$ cat src/core/avcp_pkg.sv
// Constants and types shared by the motion vector and weight/offset packer
// Overview of operation
// - Sign-extend vector parts; vertical high, horizontal low
// - Pack macroblock vectors into half cache lines
// - Raw sample macroblock emits no vectors
// - Emit predicted plus delta, never delta alone
// - Vector count follows macroblock type: 4..32
// - Raster order inside blocks and across blocks
// - Zero vectors kept; no list-1 when unused
// - 16x16 replicated into four 8x8 entries
// - Each 16x8 half gives two identical entries
// - Each 8x16 half gives two identical entries
// - Plain 8x8 gives four separate block entries
// - Any sub-partition: sixteen 4x4 units, fixed scan
// - Sub-partitions replicate into their covered 4x4 units
// - List-0 slot: own, else list-1, else zero
// - List-1 slot: own, else list-0, else zero
// - Output padded to half cache line boundary
// - Vector data first, coefficient data after
// - Weight high byte, offset low byte, 16 bits
// - Weights per 8x8 entry, never finer
// - Luma, Cb, Cr dwords; list-0 low half
// - Weight fields follow the same list fallback
// - Dwords four to six repeat zero to two
package avcp_pkg;

    localparam int MV_IN_W      = 13;
    localparam int MV_OUT_W     = 16;
    localparam int DW_W         = 32;
    localparam int MV_H_LSB     = 0;
    localparam int MV_V_LSB     = 16;
    localparam int BYTE_W       = 8;
    localparam int WO_W         = 16;
    localparam int CMP_N        = 3;
    localparam int BLK_N        = 4;
    localparam int UNIT_AW      = 4;
    localparam int MEM_AW       = 5;
    localparam int MEM_DEPTH    = 32;
    localparam int IDX_W        = 6;
    localparam int PH_W         = 3;

    // Dwords in a half cache line (256 bits)
    localparam logic [PH_W-1:0]  PH_LAST      = 3'h7;
    localparam logic [IDX_W-1:0] BLK_ENTRIES  = 6'h04;
    localparam logic [IDX_W-1:0] UNIT_ENTRIES = 6'h10;
    localparam logic [IDX_W-1:0] WT_DW_FULL   = 6'h08;
    localparam logic [IDX_W-1:0] WT_DW_SPLIT  = 6'h10;
    localparam logic [1:0]       WT_RSV_SLOT  = 2'h3;
    localparam logic [DW_W-1:0]  DW_ZERO      = 32'h0000_0000;
    localparam logic [WO_W-1:0]  WO_ZERO      = 16'h0000;

    typedef enum logic [1:0] {MBT_16X16, MBT_16X8, MBT_8X16, MBT_8X8} avcp_mbt_t;
    typedef enum logic [1:0] {SUB_8X8, SUB_8X4, SUB_4X8, SUB_4X4} avcp_sub_t;
    typedef enum logic [1:0] {KIND_MV, KIND_WT, KIND_PAD, KIND_COEF} avcp_kind_t;

endpackage : avcp_pkg

$ cat src/core/avcp_packer.sv
// Packs macroblock vectors, weight/offset pairs and coefficients into dwords
`timescale 1ns/1ps
`default_nettype none
module avcp_packer (
    input  wire logic                          core_clk,
    input  wire logic                          rst_n,
    // Vector load port from the bitstream decoder
    input  wire logic                          mv_wr_en,
    input  wire logic                          mv_wr_list,
    input  wire logic [avcp_pkg::UNIT_AW-1:0]  mv_wr_unit,
    input  wire logic [avcp_pkg::MV_IN_W-1:0]  mv_pred_horizontal,
    input  wire logic [avcp_pkg::MV_IN_W-1:0]  mv_pred_vertical,
    input  wire logic [avcp_pkg::MV_IN_W-1:0]  mv_delta_horizontal,
    input  wire logic [avcp_pkg::MV_IN_W-1:0]  mv_delta_vertical,
    // Macroblock descriptor
    input  wire logic                          mb_start,
    output var  logic                          mb_ready,
    input  wire logic [1:0]                    macroblock_type,
    input  wire logic [2*avcp_pkg::BLK_N-1:0]  sub_shape,
    input  wire logic                          raw_mode,
    input  wire logic [avcp_pkg::BLK_N-1:0]    l0_used,
    input  wire logic [avcp_pkg::BLK_N-1:0]    l1_used,
    input  wire logic                          wt_en,
    input  wire logic [3*avcp_pkg::BYTE_W-1:0] wt_l0_weight,
    input  wire logic [3*avcp_pkg::BYTE_W-1:0] wt_l0_offset,
    input  wire logic [3*avcp_pkg::BYTE_W-1:0] wt_l1_weight,
    input  wire logic [3*avcp_pkg::BYTE_W-1:0] wt_l1_offset,
    // Coefficient or raw sample stream
    input  wire logic                          coef_valid,
    output var  logic                          coef_ready,
    input  wire logic [avcp_pkg::DW_W-1:0]     coef_data,
    input  wire logic                          coef_last,
    // Packed output stream
    output var  logic                          out_valid,
    input  wire logic                          out_ready,
    output var  logic [avcp_pkg::DW_W-1:0]     out_data,
    output var  logic                          out_last
);
    import avcp_pkg::*;

    typedef enum logic [2:0] {ST_IDLE, ST_MV_RD, ST_MV_LD, ST_WT, ST_PAD1, ST_COEF, ST_PAD2} avcp_state_t;

    typedef struct packed {
        avcp_state_t             st;
        logic [IDX_W-1:0]        idx;
        logic [PH_W-1:0]         ph;
        logic                    mode4;
        avcp_mbt_t               mbt;
        logic [2*BLK_N-1:0]      sub;
        logic [BLK_N-1:0]        l0;
        logic [BLK_N-1:0]        l1;
        logic                    wten;
        logic [CMP_N*WO_W-1:0]   wo0;
        logic [CMP_N*WO_W-1:0]   wo1;
        avcp_kind_t              kind;
        logic                    out_valid;
        logic [DW_W-1:0]         out_data;
        logic                    out_last;
        logic                    mb_ready;
        logic                    coef_ready;
    } avcp_top_st_t;

    avcp_top_st_t q, d;

    function automatic logic [MV_OUT_W-1:0] sext_mv(input logic [MV_IN_W-1:0] v);
        return {{(MV_OUT_W-MV_IN_W){v[MV_IN_W-1]}}, v};
    endfunction : sext_mv

    // Source unit in the vector store for an output entry
    function automatic logic [UNIT_AW-1:0] src_unit(input logic mode4, input avcp_mbt_t mbt,
                                                    input logic [2*BLK_N-1:0] sub,
                                                    input logic [UNIT_AW-1:0] pos);
        logic [1:0] blk;
        logic [UNIT_AW-1:0] r;
        blk = mode4 ? pos[3:2] : pos[1:0];
        r   = {blk, 2'b00};
        if (mode4) begin
            case (avcp_sub_t'(sub[2*blk +: 2]))
                SUB_8X8: r = {blk, 2'b00};
                SUB_8X4: r = {blk, pos[1], 1'b0};
                SUB_4X8: r = {blk, 1'b0, pos[0]};
                default: r = pos;
            endcase
        end else begin
            case (mbt)
                MBT_16X16: r = 4'h0;
                MBT_16X8:  r = {blk[1], 3'b000};
                MBT_8X16:  r = {1'b0, blk[0], 2'b00};
                default:   r = {blk, 2'b00};
            endcase
        end
        return r;
    endfunction : src_unit

    // Block that an entry belongs to, for the list fallback flags
    function automatic logic [1:0] entry_blk(input logic mode4, input logic [UNIT_AW-1:0] pos);
        return mode4 ? pos[3:2] : pos[1:0];
    endfunction : entry_blk

    // List to read for a slot: {zero, list}
    function automatic logic [1:0] pick_list(input logic lst, input logic u0, input logic u1);
        logic own;
        logic oth;
        own = lst ? u1 : u0;
        oth = lst ? u0 : u1;
        if (own) begin
            return {1'b0, lst};
        end else if (oth) begin
            return {1'b0, ~lst};
        end
        return {1'b1, lst};
    endfunction : pick_list

    logic                  free;
    logic [IDX_W-1:0]      per_list;
    logic [IDX_W-1:0]      mv_total;
    logic [IDX_W-1:0]      wt_total;
    logic                  ent_list;
    logic [UNIT_AW-1:0]    ent_pos;
    logic [1:0]            ent_blk;
    logic [1:0]            sel;
    logic [MEM_AW-1:0]     rd_addr;
    logic [DW_W-1:0]       rd_data;
    logic [MEM_AW-1:0]     wr_addr;
    logic [DW_W-1:0]       wr_data;
    logic [MV_IN_W-1:0]    sum_h;
    logic [MV_IN_W-1:0]    sum_v;
    logic [1:0]            wt_slot;
    logic [1:0]            wt_grp;
    logic [1:0]            wsel0;
    logic [1:0]            wsel1;
    logic [WO_W-1:0]       wf0;
    logic [WO_W-1:0]       wf1;
    logic [CMP_N*WO_W-1:0] cap_wo0;
    logic [CMP_N*WO_W-1:0] cap_wo1;

    // Stored vectors are final ones: prediction plus delta
    assign sum_h   = mv_pred_horizontal + mv_delta_horizontal;
    assign sum_v   = mv_pred_vertical + mv_delta_vertical;
    assign wr_data = {sext_mv(sum_v), sext_mv(sum_h)};
    assign wr_addr = {mv_wr_list, mv_wr_unit};

    assign free     = !q.out_valid || out_ready;
    assign per_list = q.mode4 ? UNIT_ENTRIES : BLK_ENTRIES;
    assign mv_total = (|q.l1) ? IDX_W'(per_list << 1) : per_list;
    assign wt_total = (q.mbt == MBT_16X16) ? WT_DW_FULL : WT_DW_SPLIT;
    assign ent_list = q.mode4 ? q.idx[4] : q.idx[2];
    assign ent_pos  = q.mode4 ? q.idx[3:0] : {2'b00, q.idx[1:0]};
    assign ent_blk  = entry_blk(q.mode4, ent_pos);
    assign sel      = pick_list(ent_list, q.l0[ent_blk], q.l1[ent_blk]);
    assign rd_addr  = {sel[0], src_unit(q.mode4, q.mbt, q.sub, ent_pos)};

    // Weight dword: slot picks component, group picks 8x8 block
    assign wt_slot = q.idx[1:0];
    assign wt_grp  = q.idx[3:2];
    assign wsel0   = pick_list(1'b0, q.l0[wt_grp], q.l1[wt_grp]);
    assign wsel1   = pick_list(1'b1, q.l0[wt_grp], q.l1[wt_grp]);
    assign wf0 = wsel0[1] ? WO_ZERO : (wsel0[0] ? q.wo1[WO_W*wt_slot +: WO_W] : q.wo0[WO_W*wt_slot +: WO_W]);
    assign wf1 = wsel1[1] ? WO_ZERO : (wsel1[0] ? q.wo1[WO_W*wt_slot +: WO_W] : q.wo0[WO_W*wt_slot +: WO_W]);

    always_comb begin
        for (int c = 0; c < CMP_N; c++) begin
            cap_wo0[WO_W*c +: WO_W] = {wt_l0_weight[BYTE_W*c +: BYTE_W], wt_l0_offset[BYTE_W*c +: BYTE_W]};
            cap_wo1[WO_W*c +: WO_W] = {wt_l1_weight[BYTE_W*c +: BYTE_W], wt_l1_offset[BYTE_W*c +: BYTE_W]};
        end
    end

    avcp_vec_mem u_mem (
        .core_clk (core_clk),
        .rst_n    (rst_n),
        .wr_en    (mv_wr_en),
        .wr_addr  (wr_addr),
        .wr_data  (wr_data),
        .rd_addr  (rd_addr),
        .rd_data  (rd_data)
    );

    always_comb begin
        d = q;
        if (q.out_valid && out_ready) begin
            d.out_valid = 1'b0;
            d.out_last  = 1'b0;
        end
        case (q.st)
            ST_IDLE: begin
                if (mb_start && q.mb_ready) begin
                    d.mbt   = avcp_mbt_t'(macroblock_type);
                    d.sub   = sub_shape;
                    d.mode4 = (avcp_mbt_t'(macroblock_type) == MBT_8X8) &&
                              (sub_shape != '0);
                    d.l0    = l0_used;
                    d.l1    = l1_used;
                    d.wten  = wt_en;
                    d.wo0   = cap_wo0;
                    d.wo1   = cap_wo1;
                    d.idx   = '0;
                    d.ph    = '0;
                    if (raw_mode) begin
                        d.st         = ST_COEF;
                        d.coef_ready = 1'b1;
                    end else begin
                        d.st = ST_MV_RD;
                    end
                end
            end
            ST_MV_RD: begin
                d.st = ST_MV_LD;
            end
            ST_MV_LD: begin
                if (free) begin
                    d.out_valid = 1'b1;
                    d.out_data  = sel[1] ? DW_ZERO : rd_data;
                    d.kind      = KIND_MV;
                    d.ph        = q.ph + 1'b1;
                    if (q.idx == mv_total - 1'b1) begin
                        d.idx = '0;
                        d.st  = q.wten ? ST_WT : ST_PAD1;
                    end else begin
                        d.idx = q.idx + 1'b1;
                        d.st  = ST_MV_RD;
                    end
                end
            end
            ST_WT: begin
                if (free) begin
                    d.out_valid = 1'b1;
                    d.kind      = KIND_WT;
                    // Slot 3 of each group is reserved; groups repeat the same set
                    d.out_data  = (wt_slot == WT_RSV_SLOT) ? DW_ZERO : {wf1, wf0};
                    d.ph        = q.ph + 1'b1;
                    if (q.idx == wt_total - 1'b1) begin
                        d.idx = '0;
                        d.st  = ST_PAD1;
                    end else begin
                        d.idx = q.idx + 1'b1;
                    end
                end
            end
            ST_PAD1: begin
                if (free) begin
                    if (q.ph == '0) begin
                        d.st         = ST_COEF;
                        d.coef_ready = 1'b1;
                    end else begin
                        d.out_valid = 1'b1;
                        d.out_data  = DW_ZERO;
                        d.kind      = KIND_PAD;
                        d.ph        = q.ph + 1'b1;
                    end
                end
            end
            ST_COEF: begin
                if (coef_valid && q.coef_ready) begin
                    d.out_valid  = 1'b1;
                    d.out_data   = coef_data;
                    d.kind       = KIND_COEF;
                    d.coef_ready = 1'b0;
                    d.ph         = q.ph + 1'b1;
                    if (coef_last) begin
                        if (q.ph == PH_LAST) begin
                            d.out_last = 1'b1;
                            d.st       = ST_IDLE;
                        end else begin
                            d.st = ST_PAD2;
                        end
                    end
                end else if (!q.coef_ready && free) begin
                    d.coef_ready = 1'b1;
                end
            end
            ST_PAD2: begin
                if (free) begin
                    d.out_valid = 1'b1;
                    d.out_data  = DW_ZERO;
                    d.kind      = KIND_PAD;
                    d.ph        = q.ph + 1'b1;
                    if (q.ph == PH_LAST) begin
                        d.out_last = 1'b1;
                        d.st       = ST_IDLE;
                    end
                end
            end
            default: begin
                d.st = ST_IDLE;
            end
        endcase
        // A new macroblock waits until the previous last dword has left
        d.mb_ready = (d.st == ST_IDLE) && !d.out_valid;
    end

    always_ff @(posedge core_clk) begin
        if (!rst_n) begin
            q <= '0;
        end else begin
            q <= d;
        end
    end

    assign out_valid  = q.out_valid;
    assign out_data   = q.out_data;
    assign out_last   = q.out_last;
    assign mb_ready   = q.mb_ready;
    assign coef_ready = q.coef_ready;

    chk_mv_sign_ext: assert property (@(posedge core_clk) disable iff (!rst_n)
        (q.out_valid && q.kind == KIND_MV) |->
            ((q.out_data[MV_V_LSB+MV_OUT_W-1 -: 4] == {4{q.out_data[MV_V_LSB+MV_IN_W-1]}}) &&
             (q.out_data[MV_H_LSB+MV_OUT_W-1 -: 4] == {4{q.out_data[MV_H_LSB+MV_IN_W-1]}})))
        else $error("vector component not sign extended");

    chk_raw_no_mv: assert property (@(posedge core_clk) disable iff (!rst_n)
        (q.st == ST_IDLE && mb_start && q.mb_ready && raw_mode) |=>
            (q.st == ST_COEF && !q.out_valid && q.coef_ready))
        else $error("raw macroblock did not go straight to samples");

    chk_mv_count: assert property (@(posedge core_clk) disable iff (!rst_n)
        (q.st == ST_MV_LD && free && d.st != ST_MV_RD) |->
            (q.idx == mv_total - 1'b1 && (q.mode4 || q.idx < UNIT_ENTRIES)))
        else $error("vector section ended at wrong count");

    chk_no_list1: assert property (@(posedge core_clk) disable iff (!rst_n)
        (q.st == ST_MV_LD && !(|q.l1)) |-> !ent_list)
        else $error("list-1 vector emitted while list-1 unused");

    chk_fallback_zero: assert property (@(posedge core_clk) disable iff (!rst_n)
        (q.st == ST_MV_LD && free && !q.l0[ent_blk] && !q.l1[ent_blk]) |=>
            (q.out_valid && q.out_data == DW_ZERO))
        else $error("vector with no prediction not zero");

    chk_wt_reserved: assert property (@(posedge core_clk) disable iff (!rst_n)
        (q.st == ST_WT && free && q.idx[1:0] == WT_RSV_SLOT) |=>
            (q.kind == KIND_WT && q.out_data == DW_ZERO))
        else $error("reserved weight dword not zero");

    chk_wt_repeat: assert property (@(posedge core_clk) disable iff (!rst_n)
        (q.st == ST_WT && free && q.mbt == MBT_16X16 && q.idx[2] && wt_slot != WT_RSV_SLOT &&
         (&q.l0) && q.l1 == {BLK_N{q.l1[0]}}) |=>
            (q.out_valid && q.kind == KIND_WT &&
             q.out_data[WO_W-1:0] == $past(q.wo0[WO_W*wt_slot +: WO_W]) &&
             q.out_data[DW_W-1:WO_W] == $past(q.l1[0] ? q.wo1[WO_W*wt_slot +: WO_W] :
                                                        q.wo0[WO_W*wt_slot +: WO_W])))
        else $error("weight repeat dword differs");

    chk_pad_zero: assert property (@(posedge core_clk) disable iff (!rst_n)
        (q.out_valid && q.kind == KIND_PAD) |-> (q.out_data == DW_ZERO))
        else $error("padding dword not zero");

    chk_last_aligned: assert property (@(posedge core_clk) disable iff (!rst_n)
        (q.out_valid && q.out_last) |-> (q.ph == '0 && q.st == ST_IDLE))
        else $error("macroblock end not on half line boundary");

    chk_out_hold: assert property (@(posedge core_clk) disable iff (!rst_n)
        (q.out_valid && !out_ready) |=> (q.out_valid && $stable(q.out_data) && $stable(q.out_last)))
        else $error("output changed while stalled");

    chk_coef_after: assert property (@(posedge core_clk) disable iff (!rst_n)
        (q.out_valid && q.kind == KIND_COEF) |-> (q.st == ST_COEF || q.st == ST_PAD2 || q.st == ST_IDLE))
        else $error("coefficient emitted before vector section ended");

endmodule : avcp_packer
`default_nettype wire

$ cat src/core/avcp_vec_mem.sv
// Vector store: one synchronous write port, registered read port
`timescale 1ns/1ps
`default_nettype none
module avcp_vec_mem (
    input  wire logic                        core_clk,
    input  wire logic                        rst_n,
    input  wire logic                        wr_en,
    input  wire logic [avcp_pkg::MEM_AW-1:0] wr_addr,
    input  wire logic [avcp_pkg::DW_W-1:0]   wr_data,
    input  wire logic [avcp_pkg::MEM_AW-1:0] rd_addr,
    output var  logic [avcp_pkg::DW_W-1:0]   rd_data
);
    import avcp_pkg::*;

    typedef struct packed {
        logic [MEM_DEPTH-1:0][DW_W-1:0] mem;
        logic [DW_W-1:0]                rd;
    } avcp_mem_st_t;

    avcp_mem_st_t q, d;

    always_comb begin
        d = q;
        if (wr_en) begin
            d.mem[wr_addr] = wr_data;
        end
        d.rd = q.mem[rd_addr];
    end

    always_ff @(posedge core_clk) begin
        if (!rst_n) begin
            q <= '0;
        end else begin
            q <= d;
        end
    end

    assign rd_data = q.rd;

endmodule : avcp_vec_mem
`default_nettype wire

$ cat config.mk
export PLATFORM = sky130hd
export DESIGN_NAME = avcp_packer
export DESIGN_NICKNAME = d
export VERILOG_FILES = /design/src/core/avcp_pkg.sv /design/src/core/avcp_packer.sv /design/src/core/avcp_vec_mem.sv
export SDC_FILE = /design/constraint.sdc
export NUM_CORES = 2
export LEC_CHECK = 0
export BUFFER_PORTS_ARGS = -buffer_cell sky130_fd_sc_hd__buf_2
export CAP_MARGIN = 20
export CORE_ASPECT_RATIO = 1.5
export CORE_UTILIZATION = 50
export DETAILED_ROUTE_END_ITERATION = 8
export GPL_TIMING_DRIVEN = 0
export PLACE_DENSITY = 0.69
export RECOVER_POWER = 100
export SYNTH_ARGS = -nofsm -noshare
export SYNTH_HDL_FRONTEND = slang
export SYNTH_HIERARCHICAL = 1
export SYNTH_SLANG_ARGS = --single-unit
$ cat constraint.sdc
create_clock -name core_clk -period 4.3 [get_ports core_clk]
set_clock_uncertainty 0.2 [all_clocks]
set_input_delay 0.86 -clock core_clk [delete_from_list [all_inputs] [get_ports core_clk]]
set_output_delay 0.86 -clock core_clk [all_outputs]
set_load 0.05 [all_outputs]
# Word level (Yosys, flattened, before mapping)
# Cells that the tools add are included.
[totals]
register_bits = 1220
inputBits = 212
output_inout_bits = 36
[classes]
n_bitwise = 1
shift = 3
n_mux = 86
addsub = 6
n_reduce_logical = 27
n_eq_ne = 25
order_cmp = 5
[ops]
columns = ["op", "n"]
rows = [
  ["1024-bit bitwise mux", 1],
  ["33-bit one-hot mux with 5 select lines", 1],
  ["32-bit binary-select mux with 5-bit select", 1],
  ["32-bit demux with 5-bit select", 1],
  ["33-bit 2-to-1 mux", 4],
  ["128-bit 2-to-1 mux", 1],
  ["32-bit 2-to-1 mux", 4],
  ["48-bit by 7-bit indexed part select with 16-bit output", 2],
  ["34-bit 2-to-1 mux", 2],
  ["16-bit 2-to-1 mux", 4],
  ["3-bit 2-to-1 mux", 14],
  ["13-bit adder", 2],
  ["12-bit 2-to-1 mux", 2],
  ["4-bit one-hot mux with 3 select lines", 2],
  ["1-bit 2-to-1 mux", 23],
  ["3-bit one-hot mux with 7 select lines", 1],
  ["2-bit 2-to-1 mux", 10],
  ["2-bit != test (second input constant)", 9],
  ["3-bit one-hot mux with 6 select lines", 1],
  ["6-bit one-hot mux with 3 select lines", 1],
  ["3-bit == test (second input constant)", 4],
  ["6-bit == test", 2],
  ["5-bit by 6-bit < comparator with 1-bit output (second input constant)", 2],
  ["6-bit 2-to-1 mux", 2],
  ["other kinds (34)", 57],
]

# Depth between registers and ports, before layout
[depth]
ltp_word = 13
mapped_depth = 14

# Modules after synthesis
# The synthesis kept the hierarchy.
[by_module_without_submodules]
columns = ["module", "instances", "cells_per_inst", "seq_area_each_um2", "area_per_inst_um2"]
rows = [
  ["avcp_vec_mem", 1, 5288, 21140.3, 47875.9],
  ["avcp_packer", 1, 1227, 3283.1, 9206.3],
]

# Worst setup path after synthesis
# No wires, ideal clock.
[synth_timing]
path_kind = "input port to flip-flop"
start = "in mv_pred_vertical[0] (netlist name)"
end = "reg u_mem/q[191] (netlist name)"
path_slack_ns = 0.214
setup_ns = 0.076
required_ns = 4.024
cell_stages = 12
t_arrival_ns = 3.811
n_path_buf = 1
cell_sequence = "ha_1 inv_1 fa_1 nor2b_1 o31ai_1 nand2_1 a221o_1 and4_1 nor3_1 clkbuf_1 nand2_1 a21boi_0"
[synth_between]
elab_chain_len = 2
[synth_rtl]
columns = ["element", "line", "rtl"]
rows = [
  ["from (decl)", "avcp_packer.sv:12", "input wire logic [avcp_pkg::MV_IN_W-1:0] mv_pred_vertical,"],
  ["13-bit adder", "avcp_packer.sv:139", "assign sum_v = mv_pred_vertical + mv_delta_vertical;"],
  ["net sum_v[12]", "avcp_packer.sv:127", "logic [MV_IN_W-1:0] sum_v;"],
  ["1024-bit bitwise mux", "avcp_vec_mem.sv:25", "d.mem[wr_addr] = wr_data;"],
  ["to (signal assigned)", "avcp_vec_mem.sv:32", "q <= '0;"],
  ["to (signal assigned)", "avcp_vec_mem.sv:34", "q <= d;"],
  ["to (decl)", "avcp_vec_mem.sv:20", "avcp_mem_st_t q, d;"],
]
# The timed path passes the listed nets, and every way through them passes these cells.
# A chain may end at the register's enable or synchronous reset.

==> flow_summary.toml <==
[global_routing]
grt_pass1_wl_um = 309500
gr-total-overflow = 0
grt_pass1_vias = 48670
grt_usage_pct = 36.27
antenna_found_initial = 8
grt_max_degree = 20

[logic_synthesis]
synth_flop_cell = "dfxtp_1"
ys_types = 85
ys_seq_elements = 1220
syn-mean-instance-area_um2 = 8.762
ys_warn_count = 6
seq_area_frac_synth_pct = 42.79
syn_area_mm2 = 0.05708
synthArstFlopShare_pct = 0
synth_cells = 6515
synth_edf_count = 0
synth_nets = 6757

[cells_and_area]
nets = 7129
stdcell_count = 8451
area_growth_pct = 12.48
fin_util_pct = 56.83
num-fill-cells = 10380
multi_input_area_mm2 = 0.02912
layout.area.seq_mm2 = 0.02442
drive_gt1_share_pct = 13.69

[clock_network]
clockBufferDepth = 3
cts.clk_slew.worst_paths_ns = 0.07
cts_hold_buf = 0
clk_latency_ns = 0.78
postCtsSetupBuffers = 0
cts_tree = "yes"
cts_root_buffer = "clkbuf_16"
clkSinkCount = 1220
htreeDepth = 3
numCtsBuffers = 115

[worst_setup_path]
critPathLaunchType = "flop"
worstPathRequired_ns = 4.69
slowest_delay_ns = 0.49
crit_chain = "clkbuf_2 > clkbuf_4 > nand2_1 > a211oi_1 > buf_4 > buf_6 > buf_6 > and2_1 > clkbuf_1 > buf_2 > a22oi_1 > a31oi_1"
crit_type = "flop to flop"
crit_fanout = 10
arrival_ns = 4.88
endpoint_kind = "flop"
crit_slowest_cell = "dfxtp_1"
crit_top_cell = "buf_6"

[floorplanning]
die_w_um = 277.9
die_area_mm2 = 0.1155
placeableCoreArea_mm2 = 0.1130
die_h_um = 415.8
ios = 248
std_cell_rows = 151
initial_core_util_pct = 50.52

[detailed_routing]
drtIter0Drc = 3800
via_count = 49150
remaining_drc_errors = 0
dr.pass1.iters = 6
ant_nets = 0
drt-total-wl_um = 213500
vias_per_cell = 5.815
wl_per_cell_um = 25.26

[sta]
worst_pin_slew_ns = 1.689
fin_ws_ns = -0.1867
fin_tns_setup_ns = -1.647
relSlewSlack_pct = -13.39
maxSlewViolCount = 25
setup_viol = 22
timing.final.crit_share_pct = 104.3
max_freq_mhz = 222.9
layout_min_cycle_time_ns = 4.487
hold_viol = 0

[place]
dp_hpwl_um = 167200
port_buffers = 243
gp_congestion = 0.9970
dp_cells = 8221

[job]
drv_cap = 3

[power_and_ir_drop]
power_density_mw_per_mm2 = 415.7
leakage_nw = 21.28
ir_drop_v = 0.0003285
report.power.total_mw = 26.69

[outcome]
status = "complete, but fails checks"
violations = "capacitance limit, slew limit, setup timing"

[min_path]
hp-class = "primary input to flop"
## power by group
| group | internal (mW) | switching, mW | leakage [nW] |
|---|---|---|---|
| Combinational | 1.00 | 2.66 | 9.44 |
| Clock | 6.39 | 4.77 | 2.00 |
| Sequential | 11.6 | 0.222 | 9.84 |
## critical path: cells and delay by family, from the launching register on
family / cells / cell delay (ns)
DFF: 1 / 0.49
AOI/OAI and AO/OA: 3 / 1.03
buffers and inverters: 7 / 2.31
and+or+nand+nor: 2 / 0.24
## kinds of logic after synthesis
logic type               count (synthesis)  synth area share (%)
adder cells (fa/ha/maj)                 33                0.7365
AND/OR/NAND/NOR                       2649                 18.49
AO/OA/AOI/OAI                         1521                 19.26
XOR/XNOR                                17                0.2608
buffers and inverters                  679                 6.205
flip-flops                            1220                 42.79
multiplexers                           396                 12.27
## sequential cells by signal (all words and copies together) (netlist names)
signal,flops
out_last,1
out_valid,1
mb_ready,1
coef_ready,1
q,128
u_mem/q,1024
u_mem/rd_data,32
out_data,32
## synthesized netlist by cell type (7+ instances only)
| cell | instances | area share (%) |
|---|---|---|
| buf_2 | 88 | 0.77 |
| mux4_1 | 37 | 1.7 |
| xnor2_1 | 11 | 0.17 |
| mux4_2 | 188 | 7.4 |
| o221ai_1 | 32 | 0.49 |
| mux2i_1 | 104 | 1.8 |
| nor2b_1 | 13 | 0.14 |
| o21ai_0 | 62 | 0.54 |
| mux2_2 | 67 | 1.3 |
| clkbuf_1 | 392 | 2.6 |
| a31oi_1 | 45 | 0.49 |
| nand3_1 | 10 | 0.088 |
| nand4_1 | 8 | 0.088 |
| nor3_1 | 12 | 0.11 |
| nor4_1 | 8 | 0.088 |
| dfxtp_1 | 1220 | 43 |
| o2bb2ai_1 | 17 | 0.26 |
| a22oi_1 | 46 | 0.60 |
| nand2_1 | 2383 | 16 |
| and3_1 | 10 | 0.11 |
| a211oi_1 | 10 | 0.13 |
| o21ai_1 | 19 | 0.17 |
| a21oi_1 | 152 | 1.3 |
| a2111oi_0 | 7 | 0.11 |
| a21boi_1 | 384 | 5.1 |
| o2111ai_1 | 10 | 0.15 |
| inv_1 | 24 | 0.16 |
| and2_1 | 9 | 0.099 |
| buf_6 | 60 | 1.2 |
| nor2_4 | 21 | 0.41 |
| a21boi_0 | 642 | 8.4 |
| nor2_1 | 122 | 0.80 |
| buf_4 | 106 | 1.4 |
| ha_1 | 28 | 0.61 |
| o31ai_1 | 8 | 0.11 |
| a221oi_1 | 41 | 0.63 |
| nand2b_1 | 11 | 0.12 |
## cell usage in the layout (no fill, tap or decap), types with 11 or more instances in the layout
master	Yosys	final
nand2_1	2383	2383
dfxtp_1	1220	1220
a21boi_0	642	1010
clkbuf_1	392	477
buf_2	88	273
mux4_2	188	188
a21oi_1	152	152
nor2_1	122	128
clkbuf_16	0	116
buf_4	106	106
mux2i_1	104	104
mux2_2	67	66
o21ai_0	62	62
buf_6	60	52
a22oi_1	46	46
a221oi_1	41	41
mux4_1	37	37
a31oi_1	45	32
o221ai_1	32	32
clkbuf_8	0	30
ha_1	28	28
inv_1	24	24
clkinv_2	0	19
o21ai_1	19	19
o2bb2ai_1	17	17
nor2_4	21	16
a21boi_1	384	16
bufinv_16	0	15
a31oi_2	0	13
nor2b_1	13	12
nor3_1	12	12
clkbuf_2	1	12
nand2b_1	11	11
nand3_1	10	11
xnor2_1	11	11
clkinvlp_4	0	11
## cell type report
cell class | instances | area share (%)
Timing Repair Buffer | 257 | 1.984
Buffer | 653 | 5.223
Clock inverter | 55 | 1.126
Inverter | 24 | 0.1403
Sequential cell | 1220 | 38.04
Tap cell | 1453 | 2.832
Multi-Input combinational cell | 4616 | 45.35
Clock buffer | 163 | 5.264
Antenna cell | 10 | 0.03897
## timing repair
item / 4_1_cts / 5_1_grt
setup endpoints to repair: 32 / 27
resized for setup: 19 / 19
endpoints found under the hold margin: 0 / 0
## worst paths after layout
path | slack [ns] | cells past startpoint | to | start
worst min-delay path | 0.14 | 3 | q[73]$_SDFFE_PN0P_ | wt_l1_offset[19]
worst max register to register | -0.19 | 12 | u_mem/rd_data[20]$_SDFF_PN0_ | q[157]$_SDFFE_PN0P_
worst max-delay path | -0.19 | 12 | u_mem/rd_data[20]$_SDFF_PN0_ | q[157]$_SDFFE_PN0P_
worst min register to register | 0.25 | 2 | q[105]$_SDFFE_PN0P_ | q[105]$_SDFFE_PN0P_
## through the flow
stage | setup slack, ns | cell area [um2] | hold slack, ns
after floorplan | 0.2139 | 57080 | 0.2303
after global placement | -1.966 | 60120 | 0.2353
after detailed placement | -0.8041 | 60240 | 0.2412
after CTS | 0.002935 | 64400 | 0.1255
after global routing | -0.02303 | 64190 | 0.1399
final | -0.1867 | 64210 | 0.1375
## metal layers
| metal | vias up | track usage (%) | routed length (um) |
|---|---|---|---|
| met4 | 0 | 33.72 | 22990 |
| met1 | 23450 | 36.01 | 72790 |
| met5 | - | 0 | 0 |
| met2 | 2064 | 64.81 | 106200 |
| li1 | 22830 | - | - |
| met3 | 806 | 5.183 | 11480 |
Power figures use the tool's default switching activity.
